<file path="config.mk">
export PLATFORM = sky130hd
export DESIGN_NAME = param_channel_codec
export DESIGN_NICKNAME = d
export VERILOG_FILES = /design/src/param_codec_pkg.sv /design/src/param_channel_codec.sv
export VERILOG_INCLUDE_DIRS = /design/src /design/src/src
export SDC_FILE = /design/constraint.sdc
export NUM_CORES = 1
export LEC_CHECK = 0
export ABC_AREA = 1
export BUFFER_PORTS_ARGS = -buffer_cell sky130_fd_sc_hd__buf_2
export CAP_MARGIN = 40
export CORE_MARGIN = 1.5
export CORE_UTILIZATION = 40
export CTS_CLUSTER_DIAMETER = 150
export CTS_CLUSTER_SIZE = 30
export DETAILED_ROUTE_END_ITERATION = 16
export GPL_TIMING_DRIVEN = 0
export PLACE_DENSITY = 0.67
export SYNTH_ARGS = -nofsm -noshare
export SYNTH_HDL_FRONTEND = slang
export SYNTH_SLANG_ARGS = --single-unit
export TNS_END_PERCENT = 30
</file>
<file path="constraint.sdc">
create_clock -name clk -period 3.5 [get_ports clk]
set_input_delay 0.525 -clock clk [delete_from_list [all_inputs] [get_ports clk]]
set_output_delay 0.525 -clock clk [all_outputs]
set_load 0.005 [all_outputs]
</file>
<file path="src/param_codec_consts.svh">
// Constants for the four-word parameter channel codec
`ifndef PARAM_CODEC_CONSTS_SVH
`define PARAM_CODEC_CONSTS_SVH
`define CH_WORDS 4
`define HDR_CODE_HI 15
`define HDR_CODE_LO 12
`define HDR_NUM_HI 10
`define IDX_PAGE_HI 15
`define IDX_PAGE_LO 8
`define IDX_SUB_HI 7
`define VAL_DOBJ_LO 10
`define VAL_CSEL_HI 9
`define RED_NUM_MAX 11'h7cf
`define RED_NUM_MIN_P70 11'h3e8
`define PAGE_0 8'h00
`define PAGE_2K 8'h80
`define PAGE_6K 8'h90
`define PAGE_8K 8'h20
`define PAGE_10K 8'ha0
`define PAGE_20K 8'h50
`define PAGE_28K 8'h70
`define PAGE_30K 8'hf0
`define PAGE_60K 8'h74
`define OFS_0 16'h0000
`define OFS_2K 16'h07d0
`define OFS_6K 16'h1770
`define OFS_8K 16'h1f40
`define OFS_10K 16'h2710
`define OFS_20K 16'h4e20
`define OFS_28K 16'h6d60
`define OFS_30K 16'h7530
`define OFS_60K 16'hea60
`define REQ_READ_ALIAS 4'h1
`define REQ_WRITE_ALIAS 4'h2
`define REQ_READ_FIELD 4'h6
`define REQ_WRITE_WORD 4'h7
`define RSP_CANNOT 4'h7
`define ERR_NO_PARAM 16'h0000
`endif

</file>
<file path="src/param_codec_pkg.sv">
// Types shared by the parameter channel codec
`default_nettype none
package param_codec_pkg;
	typedef enum logic [1:0] {VK_8, VK_16, VK_32, VK_CONN} value_kind_e;
	// One decoded request
	typedef struct packed {
		logic [3:0] code;
		logic isRead;
		logic isWrite;
		logic [10:0] reducedNum;
		logic [7:0] pageIdx;
		logic [15:0] fullNum;
		logic [7:0] subIdx;
		logic [15:0] valHigh;
		logic [15:0] valLow;
		logic [5:0] driveObj;
		logic [9:0] connSel;
	} req_s;
	// One answer from the parameter store
	typedef struct packed {
		logic [3:0] code;
		logic exists;
		value_kind_e kind;
		logic [31:0] data;
	} rsp_s;
endpackage
`default_nettype wire

</file>
<file path="src/param_channel_codec.sv">
// Decoder and encoder for the four-word parameter channel
//
// Function
// - Page codes 0,80,90,20,A0,50,70,F0,74 hex select offsets 0 to 60000.
// - The drive rebuilds the full number as page offset plus reduced number.
// - The array index travels in index bits 7..0, zero for plain parameters.
// - Header bits 15..12 hold the request code and 6 means read an element.
// - Code 7 changes a word element with the page, subindex and value sent.
// - An 8-bit value sits in low word bits 7..0 with everything else zero.
// - A 16-bit value fills the low word and the high word is zero.
// - A 32-bit value puts bits 31..16 in the high word and 15..0 in the low.
// - A connector has its number in the high word, its object in low 15..10.
// - Low bits 9..0 of a connector carry its index or bit-field number.
// - The channel is header, index, high value, low value, in that order.
// - A missing parameter is answered with cannot-process and error zero.
`include "param_codec_consts.svh"
`default_nettype none
module param_channel_codec
	import param_codec_pkg::*;
(
	input wire logic clk, // 125 MHz system clock
	input wire logic rst_n, // Asynchronous reset, active low
	input wire logic [15:0] wordIn, // Incoming channel word
	input wire logic wordInValid, // Word present this cycle
	output logic wordInReady, // Codec accepts words
	output logic reqValid, // One-cycle pulse with decoded request
	output req_s req, // Decoded request
	input wire logic rspValid, // Store answer present
	input wire rsp_s rsp, // Store answer
	output logic rspReady, // Codec waits for an answer
	output logic [15:0] wordOut, // Outgoing channel word
	output logic wordOutValid // Outgoing word present
);

	typedef enum logic [1:0] {ST_RECV, ST_WAIT, ST_SEND} state_e;

	// Page code to offset lookup, bit 16 marks a known code
	function automatic logic [16:0] pageOffset(input logic [7:0] page);
		case (page)
			`PAGE_0: pageOffset = {1'b1, `OFS_0};
			`PAGE_2K: pageOffset = {1'b1, `OFS_2K};
			`PAGE_6K: pageOffset = {1'b1, `OFS_6K};
			`PAGE_8K: pageOffset = {1'b1, `OFS_8K};
			`PAGE_10K: pageOffset = {1'b1, `OFS_10K};
			`PAGE_20K: pageOffset = {1'b1, `OFS_20K};
			`PAGE_28K: pageOffset = {1'b1, `OFS_28K};
			`PAGE_30K: pageOffset = {1'b1, `OFS_30K};
			`PAGE_60K: pageOffset = {1'b1, `OFS_60K};
			default: pageOffset = 17'h00000;
		endcase
	endfunction

	// Value justification for an answer
	function automatic logic [31:0] justify(input value_kind_e k,
		input logic [31:0] d);
		case (k)
			VK_8: justify = {24'h000000, d[7:0]};
			VK_16: justify = {16'h0000, d[15:0]};
			VK_32: justify = d;
			VK_CONN: justify = d;
			default: justify = 32'h00000000;
		endcase
	endfunction

	state_e state_q, state_d;
	logic [1:0] cnt_q;
	logic [15:0] rx_q [0:2];
	logic [15:0] frame_q [0:3];
	logic reqValid_q;
	req_s req_q;
	logic [15:0] wordOut_q;
	logic wordOutValid_q;
	logic inReady_q;
	logic rspReady_q;

	// Fields of the frame in flight; the fourth word is taken live
	// A word counts only while ready shows, so none slips in after reset
	wire logic takeIn = (state_q == ST_RECV) && inReady_q && wordInValid;
	wire logic lastIn = takeIn && (cnt_q == 2'(`CH_WORDS - 1));
	wire logic [15:0] hdrWord = rx_q[0];
	wire logic [15:0] idxWord = rx_q[1];
	wire logic [3:0] rawCode = hdrWord[`HDR_CODE_HI:`HDR_CODE_LO];
	wire logic [10:0] redNum = hdrWord[`HDR_NUM_HI:0];
	wire logic [7:0] page = idxWord[`IDX_PAGE_HI:`IDX_PAGE_LO];
	wire logic [7:0] subIdx = idxWord[`IDX_SUB_HI:0];
	wire logic [16:0] ofs = pageOffset(page);
	wire logic [15:0] fullNum = ofs[15:0] + 16'(redNum);
	// Page 70 hex only covers the upper half of its window
	wire logic numOk = ofs[16] && (redNum <= `RED_NUM_MAX) &&
		(page != `PAGE_28K || redNum >= `RED_NUM_MIN_P70);
	// Old aliases 1 and 2 are folded onto 6 and 7
	wire logic isRead = (rawCode == `REQ_READ_FIELD) ||
		(rawCode == `REQ_READ_ALIAS);
	wire logic isWrite = (rawCode == `REQ_WRITE_WORD) ||
		(rawCode == `REQ_WRITE_ALIAS);
	// Value words of a read are dropped, whatever the master sent
	wire logic [15:0] valHi = isRead ? 16'h0000 : rx_q[2];
	wire logic [15:0] valLo = isRead ? 16'h0000 : wordIn;
	wire logic rspTake = (state_q == ST_WAIT) && rspValid;
	wire logic [31:0] rspVal = justify(rsp.kind, rsp.data);
	wire logic lastOut = (state_q == ST_SEND) &&
		(cnt_q == 2'(`CH_WORDS - 1));

	// Sequencing: receive four, wait for the store if the number is known, send four
	always_comb begin
		state_d = state_q;
		case (state_q)
			ST_RECV: begin
				if (lastIn) begin
					state_d = numOk ? ST_WAIT : ST_SEND;
				end
			end
			ST_WAIT: begin
				if (rspValid) begin
					state_d = ST_SEND;
				end
			end
			ST_SEND: begin
				if (lastOut) begin
					state_d = ST_RECV;
				end
			end
			default: state_d = ST_RECV;
		endcase
	end

	always_ff @(posedge clk or negedge rst_n) begin
		if (!rst_n) begin
			state_q <= ST_RECV;
			inReady_q <= 1'b0;
			rspReady_q <= 1'b0;
		end else begin
			state_q <= state_d;
			inReady_q <= (state_d == ST_RECV);
			rspReady_q <= (state_d == ST_WAIT);
		end
	end

	// Word counter, shared by receive and send
	always_ff @(posedge clk or negedge rst_n) begin
		if (!rst_n) begin
			cnt_q <= 2'd0;
		end else if (state_d != state_q) begin
			cnt_q <= 2'd0;
		end else if (takeIn || state_q == ST_SEND) begin
			cnt_q <= cnt_q + 2'd1;
		end
	end

	// First three words are held until the fourth arrives
	always_ff @(posedge clk or negedge rst_n) begin
		if (!rst_n) begin
			for (int i = 0; i < 3; i++) begin
				rx_q[i] <= 16'h0000;
			end
		end else if (takeIn && !lastIn) begin
			rx_q[cnt_q] <= wordIn;
		end
	end

	// Decoded request goes out as a single pulse
	always_ff @(posedge clk or negedge rst_n) begin
		if (!rst_n) begin
			reqValid_q <= 1'b0;
			req_q <= '0;
		end else begin
			reqValid_q <= lastIn && numOk;
			if (lastIn) begin
				req_q <= '{code: rawCode, isRead: isRead,
					isWrite: isWrite, reducedNum: redNum, pageIdx: page,
					fullNum: fullNum, subIdx: subIdx, valHigh: valHi,
					valLow: valLo,
					driveObj: valLo[15:`VAL_DOBJ_LO],
					connSel: valLo[`VAL_CSEL_HI:0]};
			end
		end
	end

	// Answer frame echoes number, page and subindex of the request
	always_ff @(posedge clk or negedge rst_n) begin
		if (!rst_n) begin
			for (int i = 0; i < `CH_WORDS; i++) begin
				frame_q[i] <= 16'h0000;
			end
		end else if (lastIn && !numOk) begin
			frame_q[0] <= {`RSP_CANNOT, 1'b0, redNum};
			frame_q[1] <= idxWord;
			frame_q[2] <= `ERR_NO_PARAM;
			frame_q[3] <= `ERR_NO_PARAM;
		end else if (rspTake) begin
			frame_q[0] <= {(rsp.exists ? rsp.code : `RSP_CANNOT), 1'b0,
				req_q.reducedNum};
			frame_q[1] <= {req_q.pageIdx, req_q.subIdx};
			frame_q[2] <= rsp.exists ? rspVal[31:16] : `ERR_NO_PARAM;
			frame_q[3] <= rsp.exists ? rspVal[15:0] : `ERR_NO_PARAM;
		end
	end

	// Serial output, header first
	always_ff @(posedge clk or negedge rst_n) begin
		if (!rst_n) begin
			wordOut_q <= 16'h0000;
			wordOutValid_q <= 1'b0;
		end else begin
			wordOutValid_q <= (state_q == ST_SEND);
			wordOut_q <= (state_q == ST_SEND) ? frame_q[cnt_q] : 16'h0000;
		end
	end

	assign wordInReady = inReady_q;
	assign rspReady = rspReady_q;
	assign reqValid = reqValid_q;
	assign req = req_q;
	assign wordOut = wordOut_q;
	assign wordOutValid = wordOutValid_q;

	// Checks; the offset of the held request is looked up apart
	wire logic [16:0] reqOfs = pageOffset(req.pageIdx);
	property p_numRebuild;
		@(posedge clk) disable iff (!rst_n)
		reqValid |-> req.fullNum == reqOfs[15:0] + 16'(req.reducedNum);
	endproperty
	a_numRebuild: assert property (p_numRebuild)
		else $error("full number not page offset plus reduced number");

	property p_readCode;
		@(posedge clk) disable iff (!rst_n)
		reqValid && req.code == `REQ_READ_FIELD |-> req.isRead && !req.isWrite;
	endproperty
	a_readCode: assert property (p_readCode)
		else $error("code 6 not decoded as read");

	property p_writeCode;
		@(posedge clk) disable iff (!rst_n)
		reqValid && req.code == `REQ_WRITE_WORD |-> req.isWrite &&
			req.valLow == $past(wordIn) && req.subIdx == $past(rx_q[1][7:0]);
	endproperty
	a_writeCode: assert property (p_writeCode)
		else $error("code 7 write fields wrong");

	property p_readIgnore;
		@(posedge clk) disable iff (!rst_n)
		reqValid && req.isRead |-> req.valHigh == 16'h0000 &&
			req.valLow == 16'h0000;
	endproperty
	a_readIgnore: assert property (p_readIgnore)
		else $error("read request carried value words");

	property p_fourWords;
		@(posedge clk) disable iff (!rst_n)
		$rose(wordOutValid) |-> wordOutValid [*4] ##1 !wordOutValid;
	endproperty
	a_fourWords: assert property (p_fourWords)
		else $error("answer is not four words long");

	property p_missing;
		@(posedge clk) disable iff (!rst_n)
		lastIn && !numOk |-> ##2 wordOutValid &&
			wordOut[15:12] == `RSP_CANNOT ##2 wordOut == 16'h0000
			##1 wordOut == 16'h0000;
	endproperty
	a_missing: assert property (p_missing)
		else $error("missing parameter not answered with error zero");

	property p_just8;
		@(posedge clk) disable iff (!rst_n)
		rspTake && rsp.exists && rsp.kind == VK_8 |=>
			frame_q[2] == 16'h0000 && frame_q[3][15:8] == 8'h00 &&
			frame_q[3][7:0] == $past(rsp.data[7:0]);
	endproperty
	a_just8: assert property (p_just8)
		else $error("8-bit answer not right-justified");

	property p_just16;
		@(posedge clk) disable iff (!rst_n)
		rspTake && rsp.exists && rsp.kind == VK_16 |=>
			frame_q[2] == 16'h0000 && frame_q[3] == $past(rsp.data[15:0]);
	endproperty
	a_just16: assert property (p_just16)
		else $error("16-bit answer misplaced");

	property p_just32;
		@(posedge clk) disable iff (!rst_n)
		rspTake && rsp.exists && rsp.kind inside {VK_32, VK_CONN} |=>
			{frame_q[2], frame_q[3]} == $past(rsp.data);
	endproperty
	a_just32: assert property (p_just32)
		else $error("32-bit or connector answer misplaced");

	property p_connDecode;
		@(posedge clk) disable iff (!rst_n)
		reqValid && !req.isRead |->
			req.driveObj == $past(wordIn[15:`VAL_DOBJ_LO]) &&
			req.connSel == $past(wordIn[`VAL_CSEL_HI:0]);
	endproperty
	a_connDecode: assert property (p_connDecode)
		else $error("connector fields not taken from low word");

	property p_echoIndex;
		@(posedge clk) disable iff (!rst_n)
		rspTake |-> ##3 wordOutValid &&
			wordOut == {req.pageIdx, req.subIdx};
	endproperty
	a_echoIndex: assert property (p_echoIndex)
		else $error("answer index word differs from request");

endmodule // param_channel_codec
`default_nettype wire

</file>
==> impl_metrics.py <==
metrics = {
    "floorplanning": {
        "initial_core_util": 0.407,
        "core_sq_um": 23500,
        "ioPinCount": 176,
        "die_w_um": 158,
        "rows": 56,
        "die_area_sq_um": 24800,
        "die_height_um": 158,
    },
    "clocking": {
        "post-cts-setup-buffers": 0,
        "worstSkewPairLatency_ns": 0.48,
        "clk_path_buf_depth": 3,
        "ctsHtreeMaxLevel": 1,
        "cts_buffers": 11,
        "clockRootBuffer": "clkbuf_16",
        "clock_sinks": 211,
        "cts_tree": "built",
        "clk_pin_slew_ns": 0.12,
    },
    "synth": {
        "synth.area.top_cells": "dfrtp_1 55%, nand2_1 11%, o21ai_0 8.2%",
        "ys_async_sr_fraction": 1.00,
        "synth_seq_area_share": 0.553,
        "synth_top_area_cell": "dfrtp_1",
        "ys_seq_elements": 211,
        "yosysTopAreaCellShare": 0.553,
        "syn_area_sq_um": 9550,
        "syn_inst": 1134,
        "synth_flop_cell": "dfrtp_1",
        "synth-edff-count": 0,
        "yosysMostFrequentCell": "nand2_1",
        "synth_common_cells": "280 x nand2_1, 211 x dfrtp_1, 157 x o21ai_0, 116 x inv_1, 89 x nor2_1",
        "postSynthAreaPerCell_sq_um": 8.42,
        "syn_nets": 1205,
        "yosysWarningCount": 0,
        "ys_types": 30,
    },
    "timing": {
        "rsz0062_at_grt": "false",
        "max_slew_margin": 0.528,
        "hold_viol_final": 0,
        "holdWs_ns": 0.293,
        "worst_pin_slew_ns": 0.708,
        "fin_crit_ns": 2.70,
        "finalSetupTns_ns": 0,
        "fmax_mhz": 370,
        "finalMaxSlewViolations": 0,
        "fin_skew_ns": 0.0438,
        "finalCritPeriodShare": 0.772,
        "setup_viol": 0,
    },
    "finish": {
        "nets": 1395,
        "fillCellCount": 2356,
        "fin_area_sq_um": 11200,
        "fin_cells": 1643,
        "final_layout_size_suffix_gt1_frac": 0.176,
        "area_growth_pct": 17.3,
        "antennaDiodeCount": 0,
    },
    "critical_path": {
        "cp_slowest_cell": "dfrtp_1",
        "criticalPathCategory": "reg -> reg",
        "cp-start-kind": "flop",
        "end_kind": "flop",
        "path_max_fanout": 5,
        "cp.required_ns": 3.89,
        "critPathMaxStageDelay_ns": 0.47,
        "cp.arrival_ns": 3.09,
        "crit_chain": "inv_2, nor2_1, nand3_1, o21ai_0, ha_1, inv_1, fa_1, nor3_1, o21ai_0, nand2_1, a21oi_1, nand2_1, nand2_1",
        "critPathMostFrequentCell": "nand2_1",
    },
    "global_route": {
        "grt_pass1_wl_um": 43100,
        "grt_pass1_vias": 7853,
        "grt_use_total": 0.225,
        "grtUsageMet2": 0.377,
        "grt_max_degree": 83,
        "busiest_layer": "met2",
        "met3_usage": 0.0259,
        "grtUsageMet1": 0.314,
        "grt_overflow": 0,
        "antenna_found_initial": 0,
    },
    "flow_run": {
        "cap_viol_max_count": 0,
    },
    "power": {
        "power.total_uw": 9360,
        "leakagePower_uw": 0.00600,
        "power_per_cell_area_nw_per_um2": 836,
        "irDropWorstVdd_mv": 0.386,
    },
    "detailed_routing": {
        "remaining_drc_errors": 0,
        "detail-route-antenna-nets": 0,
        "wirelength_um": 27700,
        "drt-wirelength-per-cell_um": 16.8,
        "first_pass_iters": 5,
        "first_iter_violations": 546,
        "vias": 8319,
        "vias_per_cell": 5.06,
    },
    "worst_hold_path": {
        "hold_class": "in -> reg",
    },
    "place": {
        "dp.cells": 1629,
        "io_buffers": 174,
        "place_congestion": 0.849,
        "place_hpwl_um": 20500,
        "dpl_cell_area_sq_um": 10900,
    },
    "run_status": {
        "status": "finished, final reports clean",
    },
}
[timing repair]
item	CTS	global route
gates resized for setup	0	0
setup endpoints to repair	0	0
endpoints found under the hold margin	58	0
hold buffers	1	0
[logic make-up (layout without fill, tap and decap cells)]
logic type | after synthesis | after routing | synth area share
adder cells (fa/ha/maj) | 12 | 12 | 0.0165
buffers and inverters | 204 | 394 | 0.0925
AO/OA/AOI/OAI | 240 | 240 | 0.138
XOR/XNOR | 5 | 5 | 0.00459
flip-flops | 211 | 211 | 0.553
AND/OR/NAND/NOR | 462 | 462 | 0.196
[final cells by class]
type	instances	area [sq um]	share of cell area
flip-flops and latches	211	5280	0.471
multi-input cells	719	3380	0.302
repair buffers	177	946	0.0844
inverters	122	458	0.0409
plain buffers	82	425	0.0380
well taps	319	399	0.0356
clock buffers	12	279	0.0249
clock inverters	1	30.0	0.00268
[sequential cells by signal, indices dropped and copies added (netlist names)]
name / cells
wordOut: 16
wordOutValid: 1
frame_q: 63
req: 77
rspReady: 1
idxWord: 16
hdrWord: 15
rx_q: 16
reqValid: 1
state_q: 2
cnt_q: 2
wordInReady: 1
[critical path, delay by kind of cell, from the launching register on]
kind | cells | cell delay (ns)
fa+ha+maj | 2 | 0.65
flops | 1 | 0.47
simple gates | 6 | 0.81
buf+inv | 2 | 0.18
compound gates | 3 | 0.48
[through the flow]
| step | util | worst slack (ns) |
|---|---|---|
| 2_1_floorplan | - | 1.31 |
| 3_3_place_gp | 0.461 | -1.71 |
| 3_5_place_dp | 0.464 | 0.840 |
| 4_1_cts | 0.477 | 0.803 |
| 5_1_grt | 0.477 | 0.520 |
| 6_report | 0.477 | 0.799 |
[final timing paths]
| path | cells past startpoint | slack (ns) | start | endpoint |
|---|---|---|---|---|
| max in group asynchronous | 4 | 1.84 | rst_n | req[70]$_DFFE_PN0P_ |
| min in group asynchronous | 2 | 0.54 | rst_n | frame_q[28]$_DFFE_PN0P_ |
| worst max register to register | 13 | 0.80 | idxWord[15]$_DFFE_PN0P_ | req[68]$_DFFE_PN0P_ |
| worst max-delay path | 13 | 0.80 | idxWord[15]$_DFFE_PN0P_ | req[68]$_DFFE_PN0P_ |
| worst min-delay path | 3 | 0.29 | rsp[36] | frame_q[61]$_DFFE_PN0P_ |
| worst min register to register | 2 | 0.48 | req[60]$_DFFE_PN0P_ | req[60]$_DFFE_PN0P_ |
[cells in the final DEF, fill, tap and decap left out, types with 5 or more instances in the layout]
cell type / n
nand2_1: 280
dfrtp_1: 211
buf_2: 180
o21ai_0: 157
inv_1: 116
nor2_1: 89
nand3_1: 66
clkbuf_1: 48
a21oi_1: 42
buf_4: 21
nor3_1: 16
a22o_1: 16
a22oi_1: 16
ha_1: 11
clkbuf_16: 11
o22ai_1: 5
nor2_2: 5
[per-layer routing]
| layer | vias to the layer above | share of wire |
|---|---|---|
| li1 | 3986 | - |
| met1 | 3988 | 0.45 |
| met2 | 311 | 0.47 |
| met3 | 34 | 0.062 |
| met4 | 0 | 0.019 |
| met5 | - | 0 |
[report_power, final]
group | internal [uW] | switching [uW]
Sequential | 3420 | 686
Clock | 594 | 812
Combinational | 1520 | 2320
No activity file was read; power rests on OpenSTA's default activity.
